==> src/core/viterbi_pkg.sv <==
package viterbi_pkg;
   // datapath widths
   localparam int WORD_W = 16; // support word and auxiliary registers
   localparam int ACC_W = 40; // accumulator operands
   localparam int AXI_ADDR_W = 4; // byte address bits decoded
   localparam int AXI_DATA_W = 32; // bus data width

   // register byte offsets
   localparam logic [AXI_ADDR_W-1:0] SUPPORT_OFFSET = 4'h0; // support word
   localparam logic [AXI_ADDR_W-1:0] AUX_FIRST_OFFSET = 4'h4; // first auxiliary register
   localparam logic [AXI_ADDR_W-1:0] AUX_SECOND_OFFSET = 4'h8; // second auxiliary register

   // support word field positions
   localparam int SIDE_EFFECT_BIT = 5; // side_effect_enable
   localparam int SELECT_MAX_BIT = 4; // 1 selects the larger operand
   localparam int TWO_BIT_TB_BIT = 3; // two_bit_traceback
   localparam int OLDER_FLAG_BIT = 1; // older_history_flag
   localparam int NEWER_FLAG_BIT = 0; // newer_history_flag

   // reserved bits 15..6 and 2 always hold zero
   localparam logic [WORD_W-1:0] SUPPORT_WRITE_MASK = 16'h003B;
   localparam logic [WORD_W-1:0] SUPPORT_RESET = 16'h0000; // reset value
   localparam logic [WORD_W-1:0] AUX_RESET = 16'h0000; // auxiliary reset value

   // bus responses
   localparam logic [1:0] RESP_OKAY = 2'h0;
   localparam logic [1:0] RESP_SLVERR = 2'h2;

   // compare functions issued by the decoder
   typedef enum logic [1:0] {
      CMP_ZEROTH,
      CMP_FIRST,
      CMP_THREE,
      CMP_NONE
   } cmp_func_t;
endpackage

==> src/core/compare_select_unit.sv <==
`timescale 1ns/1ps
module compare_select_unit (
   input wire logic [viterbi_pkg::ACC_W-1:0] src_operand, // source accumulator
   input wire logic [viterbi_pkg::ACC_W-1:0] dst_operand, // destination accumulator
   input wire logic select_max, // 1 picks the larger operand
   output logic [viterbi_pkg::ACC_W-1:0] selected, // chosen operand
   output logic result_flag // compare_result_flag
);
   import viterbi_pkg::*;

   logic src_below; // signed source below destination

   // flag is 0 when the destination wins, so the flag alone picks the operand
   always_comb begin
      src_below = $signed(src_operand) < $signed(dst_operand);
      result_flag = select_max ? ~src_below : src_below;
      selected = result_flag ? src_operand : dst_operand;
   end
endmodule // compare_select_unit

==> src/core/viterbi_compare_select_support.sv <==
// Operation
// - enable bit gates all side effects
// - select bit picks minimum or maximum
// - one-bit traceback stuffing into auxiliary registers
// - two-bit mode moves two bits instead
// - three-operand compare shifts newer into older
// - three-operand compare loads newer with result
// - result flag set by operand order
//
// Design decisions made here: the placing of the registers and the AXI4-Lite interface to the registers.
`timescale 1ns/1ps
module viterbi_compare_select_support (
   input wire logic core_clk, // core clock, 100 MHz
   input wire logic rst_n, // asynchronous reset, active low
   input wire logic cmp_valid, // compare issued this cycle
   input wire viterbi_pkg::cmp_func_t cmp_func, // which compare function
   input wire logic [viterbi_pkg::ACC_W-1:0] cmp_src, // source_accumulator
   input wire logic [viterbi_pkg::ACC_W-1:0] cmp_dst, // destination_accumulator
   output logic result_valid, // one-cycle pulse with result
   output logic [viterbi_pkg::ACC_W-1:0] result_data, // selected operand
   output logic result_flag, // compare_result_flag of that compare
   input wire logic [viterbi_pkg::AXI_ADDR_W-1:0] s_axi_awaddr, // write address
   input wire logic s_axi_awvalid, // write address valid
   output logic s_axi_awready, // write address ready
   input wire logic [viterbi_pkg::AXI_DATA_W-1:0] s_axi_wdata, // write data
   input wire logic [3:0] s_axi_wstrb, // write byte enables
   input wire logic s_axi_wvalid, // write data valid
   output logic s_axi_wready, // write data ready
   output logic [1:0] s_axi_bresp, // write response
   output logic s_axi_bvalid, // write response valid
   input wire logic s_axi_bready, // write response ready
   input wire logic [viterbi_pkg::AXI_ADDR_W-1:0] s_axi_araddr, // read address
   input wire logic s_axi_arvalid, // read address valid
   output logic s_axi_arready, // read address ready
   output logic [viterbi_pkg::AXI_DATA_W-1:0] s_axi_rdata, // read data
   output logic [1:0] s_axi_rresp, // read response
   output logic s_axi_rvalid, // read data valid
   input wire logic s_axi_rready // read data ready
);
   import viterbi_pkg::*;

   // architectural state
   logic [WORD_W-1:0] support_word, next_support_word; // viterbi_support_word
   logic [WORD_W-1:0] aux_first, next_aux_first; // aux_reg_first
   logic [WORD_W-1:0] aux_second, next_aux_second; // aux_reg_second
   // registered compare result
   logic next_result_valid, next_result_flag;
   logic [ACC_W-1:0] next_result_data;
   // write channel holding
   logic aw_held, next_aw_held; // address captured
   logic [AXI_ADDR_W-1:0] aw_addr, next_aw_addr;
   logic w_held, next_w_held; // data captured
   logic [AXI_DATA_W-1:0] w_data, next_w_data;
   logic [3:0] w_strb, next_w_strb;
   logic next_bvalid;
   logic [1:0] next_bresp;
   // read channel
   logic next_rvalid;
   logic [1:0] next_rresp;
   logic [AXI_DATA_W-1:0] next_rdata;
   // compare datapath
   logic [ACC_W-1:0] cmp_selected; // combinational choice
   logic cmp_flag; // combinational flag
   logic side_effects_on; // enable bit
   logic two_bit_mode; // traceback width
   logic do_write; // both write halves present, response free

   // byte-lane merge, low two lanes carry the 16-bit registers
   function automatic logic [WORD_W-1:0] merge_lanes(input logic [WORD_W-1:0] old,
         input logic [AXI_DATA_W-1:0] data, input logic [3:0] strb);
      logic [WORD_W-1:0] merged;
      merged = old;
      if (strb[0]) begin
         merged[7:0] = data[7:0];
      end
      if (strb[1]) begin
         merged[15:8] = data[15:8];
      end
      return merged;
   endfunction

   // aligned offsets that hold a register
   function automatic logic is_mapped(input logic [AXI_ADDR_W-1:0] addr);
      return (addr == SUPPORT_OFFSET) || (addr == AUX_FIRST_OFFSET) ||
         (addr == AUX_SECOND_OFFSET);
   endfunction

   compare_select_unit u_cmp (
      .src_operand(cmp_src),
      .dst_operand(cmp_dst),
      .select_max(support_word[SELECT_MAX_BIT]),
      .selected(cmp_selected),
      .result_flag(cmp_flag)
   );

   assign side_effects_on = support_word[SIDE_EFFECT_BIT];
   assign two_bit_mode = support_word[TWO_BIT_TB_BIT];
   assign do_write = aw_held && w_held && !s_axi_bvalid;
   // handshake readies come straight from holding state
   assign s_axi_awready = !aw_held;
   assign s_axi_wready = !w_held;
   assign s_axi_arready = !s_axi_rvalid;

   // support word and auxiliary registers; hardware updates win over a
   // software write in the same cycle so no traceback bit is lost
   always_comb begin
      next_support_word = support_word;
      next_aux_first = aux_first;
      next_aux_second = aux_second;
      if (do_write && aw_addr == SUPPORT_OFFSET) begin
         next_support_word = merge_lanes(support_word, w_data, w_strb) & SUPPORT_WRITE_MASK;
      end
      if (do_write && aw_addr == AUX_FIRST_OFFSET) begin
         next_aux_first = merge_lanes(aux_first, w_data, w_strb);
      end
      if (do_write && aw_addr == AUX_SECOND_OFFSET) begin
         next_aux_second = merge_lanes(aux_second, w_data, w_strb);
      end
      if (cmp_valid && side_effects_on) begin
         case (cmp_func)
            CMP_THREE: begin
               next_support_word[OLDER_FLAG_BIT] = support_word[NEWER_FLAG_BIT];
               next_support_word[NEWER_FLAG_BIT] = cmp_flag;
            end
            CMP_FIRST: begin
               if (two_bit_mode) begin
                  next_aux_first = {aux_first[WORD_W-3:0], support_word[NEWER_FLAG_BIT], cmp_flag};
               end else begin
                  next_aux_first = {aux_first[WORD_W-2:0], cmp_flag};
               end
            end
            CMP_ZEROTH: begin
               if (two_bit_mode) begin
                  next_aux_second = {aux_second[WORD_W-3:0], aux_first[WORD_W-1:WORD_W-2]};
               end else begin
                  next_aux_second = {aux_second[WORD_W-2:0], aux_first[WORD_W-1]};
               end
            end
            default: begin
               // no side effect for an idle code
            end
         endcase
      end
   end

   // compare result register, one cycle after issue
   always_comb begin
      next_result_valid = cmp_valid;
      next_result_data = cmp_valid ? cmp_selected : result_data;
      next_result_flag = cmp_valid ? cmp_flag : result_flag;
   end

   // write channels: address and data taken in either order
   always_comb begin
      next_aw_held = aw_held;
      next_aw_addr = aw_addr;
      next_w_held = w_held;
      next_w_data = w_data;
      next_w_strb = w_strb;
      next_bvalid = s_axi_bvalid;
      next_bresp = s_axi_bresp;
      if (s_axi_awvalid && !aw_held) begin
         next_aw_held = 1'b1;
         next_aw_addr = s_axi_awaddr;
      end
      if (s_axi_wvalid && !w_held) begin
         next_w_held = 1'b1;
         next_w_data = s_axi_wdata;
         next_w_strb = s_axi_wstrb;
      end
      if (s_axi_bvalid && s_axi_bready) begin
         next_bvalid = 1'b0;
      end
      if (do_write) begin
         // unmapped offsets store nothing and report an error
         next_aw_held = 1'b0;
         next_w_held = 1'b0;
         next_bvalid = 1'b1;
         next_bresp = is_mapped(aw_addr) ? RESP_OKAY : RESP_SLVERR;
      end
   end

   // read channel: data sampled when the address is taken
   always_comb begin
      next_rvalid = s_axi_rvalid;
      next_rdata = s_axi_rdata;
      next_rresp = s_axi_rresp;
      if (s_axi_rvalid && s_axi_rready) begin
         next_rvalid = 1'b0;
      end
      if (s_axi_arvalid && !s_axi_rvalid) begin
         next_rvalid = 1'b1;
         next_rresp = is_mapped(s_axi_araddr) ? RESP_OKAY : RESP_SLVERR;
         case (s_axi_araddr)
            SUPPORT_OFFSET: next_rdata = AXI_DATA_W'(support_word);
            AUX_FIRST_OFFSET: next_rdata = AXI_DATA_W'(aux_first);
            AUX_SECOND_OFFSET: next_rdata = AXI_DATA_W'(aux_second);
            default: next_rdata = '0;
         endcase
      end
   end

   // all state registers
   always_ff @(posedge core_clk or negedge rst_n) begin
      if (!rst_n) begin
         support_word <= SUPPORT_RESET;
         aux_first <= AUX_RESET;
         aux_second <= AUX_RESET;
         result_valid <= 1'b0;
         result_data <= '0;
         result_flag <= 1'b0;
         aw_held <= 1'b0;
         aw_addr <= '0;
         w_held <= 1'b0;
         w_data <= '0;
         w_strb <= '0;
         s_axi_bvalid <= 1'b0;
         s_axi_bresp <= RESP_OKAY;
         s_axi_rvalid <= 1'b0;
         s_axi_rdata <= '0;
         s_axi_rresp <= RESP_OKAY;
      end else begin
         support_word <= next_support_word;
         aux_first <= next_aux_first;
         aux_second <= next_aux_second;
         result_valid <= next_result_valid;
         result_data <= next_result_data;
         result_flag <= next_result_flag;
         aw_held <= next_aw_held;
         aw_addr <= next_aw_addr;
         w_held <= next_w_held;
         w_data <= next_w_data;
         w_strb <= next_w_strb;
         s_axi_bvalid <= next_bvalid;
         s_axi_bresp <= next_bresp;
         s_axi_rvalid <= next_rvalid;
         s_axi_rdata <= next_rdata;
         s_axi_rresp <= next_rresp;
      end
   end

   // helper slices so the checks below compare whole signals
   logic [WORD_W-2:0] first_low15; // aux_first without msb
   logic [WORD_W-3:0] second_low14; // aux_second without two msbs
   logic [1:0] first_top2; // two msbs of aux_first
   logic newer_flag; // newer history flag alone
   assign first_low15 = aux_first[WORD_W-2:0];
   assign second_low14 = aux_second[WORD_W-3:0];
   assign first_top2 = aux_first[WORD_W-1:WORD_W-2];
   assign newer_flag = support_word[NEWER_FLAG_BIT];
endmodule // viterbi_compare_select_support

==> config.mk <==
export PLATFORM = sky130hd
export DESIGN_NAME = viterbi_compare_select_support
export DESIGN_NICKNAME = d
export VERILOG_FILES = /design/src/core/viterbi_pkg.sv /design/src/core/compare_select_unit.sv /design/src/core/viterbi_compare_select_support.sv
export SDC_FILE = /design/constraint.sdc
export NUM_CORES = 1
export LEC_CHECK = 0
export BUFFER_PORTS_ARGS = -buffer_cell sky130_fd_sc_hd__buf_2
export CAP_MARGIN = 20
export CORE_ASPECT_RATIO = 1.4
export CORE_MARGIN = 2
export CORE_UTILIZATION = 50
export CTS_BUF_LIST = sky130_fd_sc_hd__clkbuf_4 sky130_fd_sc_hd__clkbuf_8 sky130_fd_sc_hd__clkbuf_16
export CTS_CLUSTER_DIAMETER = 60
export DETAILED_ROUTE_END_ITERATION = 8
export GPL_TIMING_DRIVEN = 0
export HOLD_SLACK_MARGIN = 0.15
export PLACE_DENSITY = 0.84
export SLEW_MARGIN = 5
export SYNTH_ARGS = -nofsm -noshare
export SYNTH_HDL_FRONTEND = slang
export SYNTH_SLANG_ARGS = --single-unit
export TNS_END_PERCENT = 30
==> constraint.sdc <==
create_clock -name core_clk -period 5.1 [get_ports core_clk]
set_input_delay 0.51 -clock core_clk [delete_from_list [all_inputs] [get_ports core_clk]]
set_output_delay 0.51 -clock core_clk [all_outputs]
set_load 0.02 [all_outputs]
* Word-level counts from Yosys, hierarchy flattened
Index checks and enable logic that the tools add are counted.
** Storage, ports and cells
- Flip-flop bits (word level) :: 141
- Bits of input ports :: 134
- Output and inout port bits :: 83
- Word-level logic and storage cells :: 81
** Cells by class
- $lt $le $gt $ge :: 1
- Equality and inequality tests :: 6
- Muxes and demuxes :: 29
- Bitwise gates (word level) :: 1
- Reductions and logical operators :: 27
** Operators by type and width (number)
- $mux W16 :: 8
- $pmux W16 S3 :: 1
- $lt A40 B40 Y1 :: 1
- $mux W40 :: 1
- $mux W8 :: 4
- $mux W2 :: 6
- $logic_and A1 B1 Y1 :: 11
- $mux W1 :: 9
- $eq A4 B3 Y1 const B :: 2
- $eq A4 B4 Y1 const B :: 2
- $logic_not A4 Y1 :: 2
- $reduce_bool A2 Y1 :: 4
- $logic_not A1 Y1 :: 4
- $logic_or A1 B1 Y1 :: 4
- $eq A2 B1 Y1 const B :: 1
- $eq A2 B2 Y1 const B :: 1
- $logic_not A2 Y1 :: 1
- $reduce_and A2 Y1 :: 1
- $not A1 Y1 :: 1

* Longest topological paths before layout
Gate-level depths: netlist of the first run.
- Depth in word-level cells :: 6
- Mapped depth :: 10
- Depth with buffers taken out :: 9

* Cells and area by module
From an unflattened synthesis of the first run, not the netlist that was laid out.
** Unflattened totals
- Cell total of the unflattened synthesis :: 701
- Area total of the unflattened synthesis :: 7323.3 um^2
** Modules (own cells, without submodules)
- viterbi_compare_select_support :: times used 1, cells each 512, area an instance 5830.6 um^2, sequential area each 3078.0 um^2
- compare_select_unit :: times used 1, cells each 189, area an instance 1492.7 um^2, sequential area each 0.0 um^2

* Worst setup path before layout of the first run
Ideal clock, no wire load.
- Path type :: input -> register
- Start :: input port cmp_dst[11] (netlist bit)
- End :: register result_data[0] (netlist bit)
- Setup time :: 82 ps
- Arrival :: 2393 ps
- Data required time :: 5018 ps
- Slack :: 2625 ps
- Stages :: 10
- Buffers on the path :: 1
- Path through :: inv_1 -> ha_1 -> a21oi_1 -> o21ai_0 -> a221o_1 -> o211a_1 -> o31ai_4 -> buf_6 -> nand3_1 -> a31oi_1
** Between the ends
- Longest elaborated chain between the ends :: 4
** Ends and longest elaborated chain
- start, declared :: RTL line viterbi_compare_select_support.sv:18 : input wire logic [viterbi_pkg::ACC_W-1:0] cmp_dst,
- $lt A40 B40 Y1 (*) :: RTL line compare_select_unit.sv:15 : src_below = $signed(src_operand) < $signed(dst_operand);
- $not A1 Y1 :: RTL line compare_select_unit.sv:16 : result_flag = select_max ? ~src_below : src_below;
- $mux W1 (*) :: RTL line compare_select_unit.sv:16
- $mux W40 (*) :: RTL line compare_select_unit.sv:17 : selected = result_flag ? src_operand : dst_operand;
- end signal, assigned :: RTL line viterbi_compare_select_support.sv:227 : result_data <= next_result_data;
- end, declared :: RTL line viterbi_compare_select_support.sv:20 : output logic [viterbi_pkg::ACC_W-1:0] result_data,
Mark *: on every way between the ends. The rest lies on a longest branch, timed or not.
A chain may end at the register's enable or synchronous reset.

* Worst setup path after layout of the first run
- Start :: input port cmp_dst[11] (netlist bit)
- End :: register result_data[33] (netlist bit)
The elaborated chain is that of the path after synthesis.

==> results by group, run 1 <==
Pwr
  – Leak: about 4.2 nW
  – Power consumption: about 4.4 mW
  – Peak supply drop: 0.253 mV
  – Power density cells: roughly 500 nW/um2

STA
  – Final critical-path share of the clock period: 51.4%
  – Fmax: between 300 and 400 MHz
  – Slew at the pin closest to its max-slew limit: between 700 and 800 ps
  – Post-Route Skew: approximately 12 ps
  – Setup_tns: 0 ps
  – Setup violators final: 0
  – Max_slew headroom: a little over half
  – Post-route minimum period: 2620 ps
  – Endpoints failing hold: 0
  – Unrepaired setup endpoints after global routing: false
  – Max-slew violations: 0

Clock network
  – Clk pin slew, worst setup/hold paths: 60 ps
  – Clock Path Buffers: 2
  – CTS root buffer: clkbuf_16
  – H-Tree Level Count: 4
  – CTS tree: built
  – CTS resizes: 0
  – CTS Sinks: about 120
  – Post-CTS Hold Fix Bufs: 1
  – Setup bufs post-CTS: 0
  – CTS buffer count: 17
  – Clock latency of the later-clocked register in the worst-skew pair: approximately 420 ps

Place
  – DP Wirelength: 14800 um
  – Port bufs: between 150 and 200
  – Placed Cells: 1137
  – GP Congestion: around 0.87

Global route
  – Largest net degree at the start of global routing: 68
  – Initial antenna violation count: 2
  – GRT Overall Usage: between 20% and 30%
  – Global-route wire length before repair: between 30000 and 40000 um
  – Total gr overflow: 0
  – Vias in the first global route: approximately 6600

Routing
  – Routed Wire Length: about 19000 um
  – Vias per cell: approximately 5.6
  – Avg WL per Cell: about 16 um
  – Remaining DRCs: 0
  – Iter 0 DRT Violations: 268
  – Drt pass-1 iters: 4
  – Vias: roughly 6500
  – Remaining antenna violation count: 0

Logic synthesis
  – Gate count after technology mapping: about 760
  – Cell variety after synth: 49
  – Cell taking the most area after synthesis: dfrtp_1
  – Post-synth EDFFs: 0
  – Largest cells by area after synthesis: dfrtp_1, ha_1, mux2_2
  – Yosys warning total: 0
  – Ys flop type: dfrtp_1
  – Post-synth top area share: 43.2%
  – Synth Register Bits: approximately 120
  – Seq/Total Area, Yosys: a little over two fifths
  – Syn avg cell area: 9.43 um2
  – Asr flop ratio synth: between 90% and 100%
  – Synthesized cell area: between 7000 and 8000 um2

Setup path
  – Reg2Reg Depth: 7
  – Worst setup path category: input pin to register
  – Worst Setup End Kind: register
  – Capturing point of the worst reg2reg path: aux_second[15]$_DFF_PN0_
  – R2R setup slack: between 2000 and 3000 ps
  – Reg-to-Reg Start: s_axi_bvalid$_DFFE_PN0P_
  – Crit path to: result_data[33]$_DFFE_PN0P_
  – Max FO, Critical Path: 10
  – CP Data Arrival Time: between 2000 and 3000 ps
  – Startpoint types: input pin
  – Setup crit start: cmp_dst[11]
  – Crit path required time: roughly 5400 ps

Run
  – Max Cap Viol: 0

Finish
  – Layout area overhead: 25.8%
  – Most common cell after layout, fill and taps aside: buf_2
  – Most frequent cells in the layout: buf_2, dfrtp_1, nor2_1, nand2_1, a31oi_1
  – Nets: about 1100
  – Cell Count, Final, Fillers Out: 1172
  – Post-Route Utilization: 64.4%
  – Layout cells sized above 1: between 20% and 30%

Floorplanning
  – Die ar.: 15200 um2
  – Die W: between 100 and 150 um
  – Placeable Area: roughly 14000 um2
  – Num rows: roughly 50
  – Chip height: 145 um
  – Starting density of the core: a little over 50%
  – Ports: around 220

Hold path
  – Worst min path class: input pin to register

Run status
  – Run status: complete, no violations
## how the worst min path moves through the flow
stage / from / endpoint / slack [ps] / depth (start not counted)
3_3_place_gp: s_axi_rdata[15]$_DFFE_PN0P_ / s_axi_rdata[15]$_DFFE_PN0P_ / 460 / 2
2_1_floorplan: rst_n / aux_first[0]$_DFF_PN0_ / 210 / 0
3_5_place_dp: s_axi_rdata[0]$_DFFE_PN0P_ / s_axi_rdata[0]$_DFFE_PN0P_ / 470 / 2
5_1_grt: cmp_valid / result_valid$_DFF_PN0_ / 280 / 1
4_1_cts: s_axi_bready / s_axi_bvalid$_DFFE_PN0P_ / 270 / 2
6_report: s_axi_bready / s_axi_bvalid$_DFFE_PN0P_ / 280 / 2
## routing by layer
| layer | share of wire, % | wire length (um) | global-route usage (%) | vias up |
|---|---|---|---|---|
| li1 | - | - | - | 3121 |
| met1 | 36 | 6900 | 27.2 | 3070 |
| met2 | 52 | 10100 | 46.3 | 287 |
| met3 | 7.4 | 1420 | 7.01 | 66 |
| met4 | 4.5 | 871 | 13.5 | 2 |
| met5 | 0.067 | 13 | 0 | - |
## Yosys cell counts (2+ instances only)
master / number
ha_1: 39
and3_1: 2
nand3_1: 45
a211o_1: 2
o21a_1: 5
buf_2: 11
nor3b_1: 2
mux2i_1: 31
inv_1: 44
a21boi_0: 2
o21ai_0: 46
buf_4: 20
mux2_2: 41
o21ai_1: 17
nor2b_1: 18
nand4_1: 5
and4_1: 4
a21oi_1: 46
dfrtp_1: 123
nor3_1: 3
clkbuf_1: 29
a31oi_1: 49
nand2_1: 50
a22oi_1: 11
buf_6: 4
nor2_1: 68
a211oi_1: 17
## worst max-delay path, cell delays in order
cell and delay (ps):
buf_2 90, inv_1 40, ha_1 300, a21oi_1 150, o21ai_0 160, a221o_1 420, o211a_1 300, nor4_4 380
buf_2 280, o21ai_0 120, a31oi_1 190
## metrics by stage
stage	hold WS (ps)	worst slack, ps	cell area, um2
floorplan	214	2620	7190
global placement	457	1950	8310
detailed placement	466	2130	8350
CTS	270	2540	8960
global route	280	2360	8960
finish	277	2480	8960
## cell type report
class,instances,area [um2]
Buffer,64,359
Clock inverter,15,178
Tap cell,185,231
Clock buffer,17,425
Inverter,44,165
Sequential cell,123,3080
Timing Repair Buffer,180,935
Multi-Input combinational cell,542,3590
Fill cell,1168,4950
Antenna cell,2,5.00
## report_power, final
| part | leakage [nW] | total (mW) | internal [mW] | switching, mW |
|---|---|---|---|---|
| Clock | 0.294 | 1.23 | 0.738 | 0.492 |
| Sequential | 1.44 | 1.64 | 1.32 | 0.324 |
| Combinational | 2.50 | 1.50 | 0.647 | 0.851 |
| Total | 4.24 | 4.37 | 2.71 | 1.67 |
## logic make-up after synthesis
kind of cell    Yosys count  synth area share, %
xor+xnor                  2                0.246
other cells               1               0.0526
compound gates          206                 17.8
buf+inv                 108                 7.36
simple gates            205                 13.7
mux                      72                 10.8
flops                   123                 43.2
fa+ha+maj                39                 6.85
## flip-flops by register name, summed over array words and instances (netlist names)
name / flops
s_axi_bvalid: 1
support_word: 5
w_strb: 2
aw_addr: 4
aw_held: 1
s_axi_rresp: 1
w_held: 1
w_data: 16
aux_second: 16
s_axi_rdata: 16
s_axi_bresp: 1
result_data: 40
result_valid: 1
s_axi_rvalid: 1
aux_first: 16
result_flag: 1
Note: power is estimated with default switching activity, not from simulation.
==> inputs of run 2 (changes only) <==
Clock period 5.1 ns to 2.64 ns, I/O delays scaled along.
==> results by group, run 2 (synthesized netlist as in run 1, its figures left out) <==
Pwr
  – Leak: 4.78 nW (was 4.24 nW)
  – Sw frac: 39.1% (was 38.1%)
  – Power density cells: 873 nW/um2 (was 488 nW/um2)
  – Int Power: 5.45 mW (was 2.71 mW)
  – Comb power frac: 37.4% (was 34.3%)
  – Sw power: 3.50 mW (was 1.67 mW)
  – Sequential share of power: 35.7% (was 37.6%)
  – Clock share of power: 26.9% (was 28.1%)
  – Power consumption: 8.96 mW (was 4.37 mW)
  – Peak supply drop: 0.485 mV (was 0.253 mV)

Routing
  – Vias per cell: 5.98 (was 5.59)
  – Remaining antenna violation count: 0 (unchanged)
  – Vias: 7623 (was 6546)
  – Drt pass-1 iters: 5 (was 4)
  – Remaining DRCs: 0 (unchanged)
  – Routed Wire Length: 25600 um (was 19300 um)
  – Iter 0 DRT Violations: 516 (was 268)
  – Avg WL per Cell: 20.0 um (was 16.4 um)

Run status
  – Failing checks: negative setup slack
  – Run status: finished with violations (was complete, no violations)

Floorplanning
  – Ports: 217 (unchanged)
  – Placeable Area: 13900 um2 (unchanged)
  – Die ar.: 15200 um2 (unchanged)
  – Num rows: 51 (unchanged)
  – Die W: 105 um (unchanged)
  – Chip height: 145 um (unchanged)
  – Starting density of the core: 51.2% (unchanged)

STA
  – Hold slack final: 191 ps (was 277 ps)
  – Final critical-path share of the clock period: 108%
  – Final worst setup slack: -205 ps (was 2480 ps)
  – Post-route minimum period: around 2800 ps
  – Max-slew violations: 0 (unchanged)
  – Fmax: ~350 MHz
  – Endpoints failing hold: 0 (unchanged)
  – Unrepaired setup endpoints after global routing: true (was false)
  – Slew at the pin closest to its max-slew limit: 712 ps (was 709 ps)
  – Max_slew headroom: 52.5% (was 52.8%)
  – Setup_tns: -4880 ps (was 0 ps)
  – Post-Route Skew: 9.58 ps (was 11.6 ps)
  – Setup violators final: 41 (was 0)

Finish
  – Max FFs per register: 40 (unchanged)
  – Layout area overhead: 43.9% (was 25.8%)
  – Cell Count, Final, Fillers Out: 1275 (was 1172)
  – Largest Register: result_data (unchanged)
  – Most common cell after layout, fill and taps aside: buf_2 (unchanged)
  – Final Cell Area: 10300 um2 (was 8960 um2)
  – Fillers: 900 (was 1168)
  – Layout cells sized above 1: 29.2% (was 29.8%)
  – Nets: 1249 (was 1145)
  – Most frequent cells in the layout: buf_2, dfrtp_1, dlygate4sd3_1, nor2_1, nand2_1 (was buf_2, dfrtp_1, nor2_1, nand2_1, a31oi_1)

Clock network
  – Clk pin slew, worst setup/hold paths: 70 ps (was 60 ps)
  – H-Tree Level Count: 4 (unchanged)
  – CTS root buffer: clkbuf_16 (unchanged)
  – CTS tree: built (unchanged)
  – CTS Sinks: 123 (unchanged)
  – Clock Path Buffers: 2 (unchanged)
  – CTS buffer count: 17 (unchanged)
  – Clock latency of the later-clocked register in the worst-skew pair: 420 ps (about the same)

Global route
  – Largest net degree at the start of global routing: 68 (unchanged)
  – Initial antenna violation count: 1 (was 2)
  – GRT Overall Usage: 30.0% (was 25.8%)
  – Total gr overflow: 0 (unchanged)
  – Global-route wire length before repair: 36700 um (was 31700 um)
  – Vias in the first global route: 7547 (was 6570)

Place
  – GP Congestion: 0.869 (unchanged)
  – Placed Cells: 1137 (unchanged)
  – Instance area at placement: 8350 um2 (unchanged)
  – DP Wirelength: 14800 um (unchanged)
  – Port bufs: 178 (unchanged)

Setup path
  – Cell Chain, Critical Path: dlygate4sd3_1 > buf_2 > inv_1 > ha_1 > a21oi_2 > o21ai_1 > a221oi_2 > a211o_1 > nand4_1 > clkbuf_4 > nand3_1 > a31oi_1 (was buf_2 > inv_1 > ha_1 > a21oi_1 > o21ai_0 > a221o_1 > o211a_1 > nor4_4 > buf_2 > o21ai_0 > a31oi_1)
  – Slowest cell on the critical path: dlygate4sd3_1 (was a221o_1)
  – Worst Setup End Kind: register (unchanged)
  – Max FO, Critical Path: 10 (unchanged)
  – CP peak stage delay: 530 ps (was 420 ps)
  – R2R setup slack: 310 ps (was 2780 ps)
  – CP Data Arrival Time: 3100 ps (was 2950 ps)
  – Startpoint types: input pin (unchanged)
  – Crit path required time: 2890 ps (was 5420 ps)
  – Crit path to: result_data[18]$_DFFE_PN0P_ (was result_data[33]$_DFFE_PN0P_)
  – Reg2Reg Depth: 7 (unchanged)
  – Capturing point of the worst reg2reg path: aux_second[15]$_DFF_PN0_ (unchanged)
  – Reg-to-Reg Start: s_axi_bvalid$_DFFE_PN0P_ (unchanged)
  – Worst setup path category: input pin to register (unchanged)
  – Setup crit start: cmp_dst[17] (was cmp_dst[11])

Hold path
  – Worst min path class: input pin to register (unchanged)
  – Hold Path Depth: 3 (was 2)

Run
  – Max Cap Viol: 0 (unchanged)
run 2: cell count changes in the layout (fill, tap and decap cells not counted), moves of 3 or more:
cell	delta
buf_2	-15
buf_4	+10
buf_6	+6
clkbuf_4	+3
dlygate4sd3_1	+91
dlymetal6s4s_1	+7
ha_1	-6
ha_4	+6
o21ai_0	-4
o21ai_1	+4
run 2: power groups by stage:
stage	Sequential [mW]	Combinational, mW	Clock, mW
after floorplan	3.24	1.82	0
after global placement	3.15	2.77	0
after detailed placement	3.18	2.86	0
after CTS	3.16	3.00	2.40
after global routing	3.27	3.59	2.51
final	3.20	3.35	2.41
run 2: metal layers:
metal | routed length (um) | GRT usage (%)
met1 | 8610 | 30.7
met2 | 12900 | 53.7
met3 | 2130 | 6.87
met4 | 1940 | 19.8
met5 | 0 | 0
run 2: worst max-delay path, delay by kind of cell:
kind | cells | cell delay (ps)
AO/OA/AOI/OAI | 5 | 1080
buffers and inverters | 4 | 1040
AND/OR/NAND/NOR | 2 | 400
adder cells (fa/ha/maj) | 1 | 310
run 2: worst min path at each step:
stage | slack, ps | to | from
finish | 190 | result_data[7]$_DFFE_PN0P_ | cmp_src[7]
global route | 190 | result_data[7]$_DFFE_PN0P_ | cmp_src[7]
CTS | 150 | result_data[7]$_DFFE_PN0P_ | cmp_src[7]
detailed placement | 270 | result_data[10]$_DFFE_PN0P_ | rst_n
global placement | 450 | s_axi_bvalid$_DFFE_PN0P_ | s_axi_bready
floorplan | -30 | aux_first[0]$_DFF_PN0_ | rst_n
run 2: area by class of cell:
cell class,count,area (um2),share of cell area [%]
antenna,1,2.50,0.0244
buffer,63,397,3.87
clock buffer,17,425,4.15
clock inverter,15,178,1.73
inverter,44,165,1.61
multi-input combinational,542,3760,36.6
sequential,123,3080,30.0
tap,185,231,2.26
timing repair buffer,285,2020,19.7
run 2: metrics by stage:
stage	setup slack, ps	util (%)
floorplan	411	-
global placement	-259	59.8
detailed placement	-83.4	60.0
CTS	7.93	71.5
global route	-224	73.7
finish	-205	73.7
run 2: timing repair:
item	4_1_cts	5_1_grt
gates resized for setup	0	53
hold buffers	99	0
setup endpoints to repair	0	43
endpoints found under the hold margin	122	0
buffers inserted	0	13
==> inputs of run 3 (changes only) <==
==> constraint.sdc (replaced) <==
create_clock -name core_clk -period 2.64 [get_ports core_clk]
set_input_delay 0.792 -clock core_clk [delete_from_list [all_inputs] [get_ports core_clk]]
set_output_delay 0.792 -clock core_clk [all_outputs]
set_load 0.02 [all_outputs]
==> results by group, run 3 (synthesized netlist as in run 1, its figures left out) <==
Run status
  – Run status: finished with violations (unchanged)
  – Failing checks: negative setup slack (unchanged)

Pwr
  – Sw power: 3.45 mW (was 3.50 mW)
  – Leak: 4.47 nW (was 4.78 nW)
  – Power density cells: 912 nW/um2 (was 873 nW/um2)
  – Sw frac: 38.3% (was 39.1%)
  – Clock share of power: 25.8% (was 26.9%)
  – Comb power frac: 38.8% (was 37.4%)
  – Power consumption: 9.00 mW (was 8.96 mW)
  – Peak supply drop: 0.530 mV (was 0.485 mV)
  – Sequential share of power: 35.4% (was 35.7%)
  – Int Power: 5.55 mW (was 5.45 mW)

STA
  – Endpoints failing hold: 0 (unchanged)
  – Setup violators final: 4 (was 41)
  – Post-route minimum period: 2680 ps (was 2850 ps)
  – Post-Route Skew: 6.47 ps (was 9.58 ps)
  – Slew at the pin closest to its max-slew limit: 710 ps (was 712 ps)
  – Unrepaired setup endpoints after global routing: true (unchanged)
  – Max_slew headroom: 52.7% (was 52.5%)
  – Final worst setup slack: -37.0 ps (was -205 ps)
  – Max-slew violations: 0 (unchanged)
  – Final critical-path share of the clock period: 101% (was 108%)
  – Fmax: 374 MHz (was 351 MHz)

Finish
  – Nets: 1164 (was 1249)
  – Ant. Diodes: 0 (was 1)
  – Layout area overhead: 38.3% (was 43.9%)
  – Fillers: 1053 (was 900)
  – Max FFs per register: 40 (unchanged)
  – Layout cells sized above 1: 39.8% (was 29.2%)
  – Most common cell after layout, fill and taps aside: buf_2 (unchanged)
  – Final Cell Area: 9860 um2 (was 10300 um2)
  – Cell Count, Final, Fillers Out: 1189 (was 1275)
  – Most frequent cells in the layout: buf_2, dfrtp_1, nor2_1, a31oi_1, nand2_1 (was buf_2, dfrtp_1, dlygate4sd3_1, nor2_1, nand2_1)
  – Largest Register: result_data (unchanged)
  – Post-Route Utilization: 70.9% (was 73.7%)

Setup path
  – Slowest cell on the critical path: a221o_1 (was dlygate4sd3_1)
  – Worst setup path category: input pin to register (unchanged)
  – Cell Chain, Critical Path: buf_2 > ha_4 > a21oi_2 > o21ai_1 > a221o_1 > o211a_4 > o31ai_4 > buf_6 > buf_6 > nand3_1 > a31oi_1 (was dlygate4sd3_1 > buf_2 > inv_1 > ha_1 > a21oi_2 > o21ai_1 > a221oi_2 > a211o_1 > nand4_1 > clkbuf_4 > nand3_1 > a31oi_1)
  – Worst path most repeated cell: buf_6
  – Crit path required time: 2970 ps (was 2890 ps)
  – Max FO, Critical Path: 10 (unchanged)
  – Startpoint types: input pin (unchanged)
  – CP peak stage delay: 410 ps (was 530 ps)
  – Worst Setup End Kind: register (unchanged)
  – CP Data Arrival Time: 3010 ps (was 3100 ps)

Routing
  – Routed Wire Length: 21800 um (was 25600 um)
  – Remaining DRCs: 0 (unchanged)
  – Iter 0 DRT Violations: 377 (was 516)
  – Remaining antenna violation count: 0 (unchanged)
  – Avg WL per Cell: 18.3 um (was 20.0 um)
  – Vias per cell: 5.76 (was 5.98)
  – Vias: 6849 (was 7623)
  – Drt pass-1 iters: 5 (unchanged)

Clock network
  – Clk pin slew, worst setup/hold paths: 60 ps (was 70 ps)
  – Clock Path Buffers: 2 (unchanged)
  – Post-CTS Hold Fix Bufs: 0 (was 99)
  – H-Tree Level Count: 4 (unchanged)
  – CTS buffer count: 17 (unchanged)
  – CTS root buffer: clkbuf_16 (unchanged)
  – CTS Sinks: 123 (unchanged)
  – CTS tree: built (unchanged)
  – Clock latency of the later-clocked register in the worst-skew pair: 420 ps (about the same)

Global route
  – GRT Overall Usage: 28.1% (was 30.0%)
  – Global-route wire length before repair: 34000 um (was 36700 um)
  – Total gr overflow: 0 (unchanged)
  – Largest net degree at the start of global routing: 96 (was 68)
  – Vias in the first global route: 6836 (was 7547)
  – Initial antenna violation count: 1 (unchanged)

Floorplanning
  – Num rows: 51 (unchanged)
  – Die W: 105 um (unchanged)
  – Placeable Area: 13900 um2 (unchanged)
  – Starting density of the core: 51.2% (unchanged)
  – Die ar.: 15200 um2 (unchanged)
  – Chip height: 145 um (unchanged)
  – Ports: 217 (unchanged)

Hold path
  – Worst min path class: input pin to async pin (was input pin to register)

Place
  – DP Wirelength: 15000 um (was 14800 um)
  – Instance area at placement: 8550 um2 (was 8350 um2)
  – GP Congestion: 0.884 (was 0.869)
  – Port bufs: 178 (unchanged)
  – Placed Cells: 1137 (unchanged)

Run
  – Max Cap Viol: 0 (unchanged)
run 3: cell types whose count changed in the layout (fill, tap and decap cells not counted), sizes merged:
| cell | previous run | this run |
|---|---|---|
| dlygate4sd3 | 92 | 0 |
| buf | 217 | 233 |
| dlymetal6s4s | 7 | 0 |
| clkinv | 4 | 8 |
| inv | 52 | 48 |
| clkbuf | 49 | 47 |
| diode | 1 | 0 |
run 3: metrics by stage:
| step | setup TNS [ps] | setup slack, ps | hold slack (ps) |
|---|---|---|---|
| 2_1_floorplan | -2330 | -66.8 | 495 |
| 3_3_place_gp | -127470 | -817 | 459 |
| 3_5_place_dp | -29240 | -750 | 465 |
| 4_1_cts | -21.9 | -12.2 | 251 |
| 5_1_grt | -2300 | -90.7 | 259 |
| 6_report | -53.2 | -37.0 | 252 |
run 3: power by group through the flow:
stage	sequential, mW	clock, mW	combinational (mW)
2_1_floorplan	3.24	0	1.90
3_3_place_gp	3.15	0	2.89
3_5_place_dp	3.18	0	2.97
4_1_cts	3.17	2.34	3.27
5_1_grt	3.26	2.46	3.76
6_report	3.18	2.32	3.49
run 3: path summary, 6_finish.rpt:
path	from	endpoint	slack, ps	cells after the start
min in group core_clk	s_axi_rdata[14]$_DFFE_PN0P_	s_axi_rdata[14]$_DFFE_PN0P_	470	2
hold / removal	rst_n	w_strb[0]$_DFFE_PN0P_	250	1
hold reg to reg	s_axi_rdata[14]$_DFFE_PN0P_	s_axi_rdata[14]$_DFFE_PN0P_	470	2
max in group asynchronous	rst_n	result_data[15]$_DFFE_PN0P_	1600	2
setup reg to reg	s_axi_bvalid$_DFFE_PN0P_	aux_second[11]$_DFF_PN0_	290	7
setup / recovery	cmp_src[11]	result_data[29]$_DFFE_PN0P_	-40	11
run 3: layout make-up:
cell class / count / area (um2) / share of cell area (%)
buffer: 63 / 462 / 4.68
clock inverter: 15 / 164 / 1.66
timing repair buffer: 200 / 1230 / 12.5
clock buffer: 17 / 425 / 4.32
inverter: 44 / 188 / 1.90
tap: 185 / 231 / 2.35
sequential: 123 / 3080 / 31.2
multi-input combinational: 542 / 4080 / 41.4
run 3: what timing repair did:
item / in CTS / in global routing
pin swaps: 22 / 36
cloned: 4 / 1
setup endpoints to repair: 43 / 43
setup buffers: 12 / 4
resized for setup: 55 / 59
run 3: worst max-delay path, delay by kind of cell:
kind                     cells  cell delay [ps]
buffers and inverters        3              460
adder cells (fa/ha/maj)      1              250
AO/OA/AOI/OAI                6             1400
AND/OR/NAND/NOR              1              110
run 3: layer usage:
| metal | track usage [%] | routed length [um] | vias up |
|---|---|---|---|
| met3 | 7.64 | 1490 | 78 |
| met4 | 14.6 | 1040 | 2 |
| met2 | 50.0 | 11500 | 330 |
| met1 | 30.0 | 7710 | 3276 |
| li1 | - | - | 3163 |
| met5 | 0 | 8 | - |
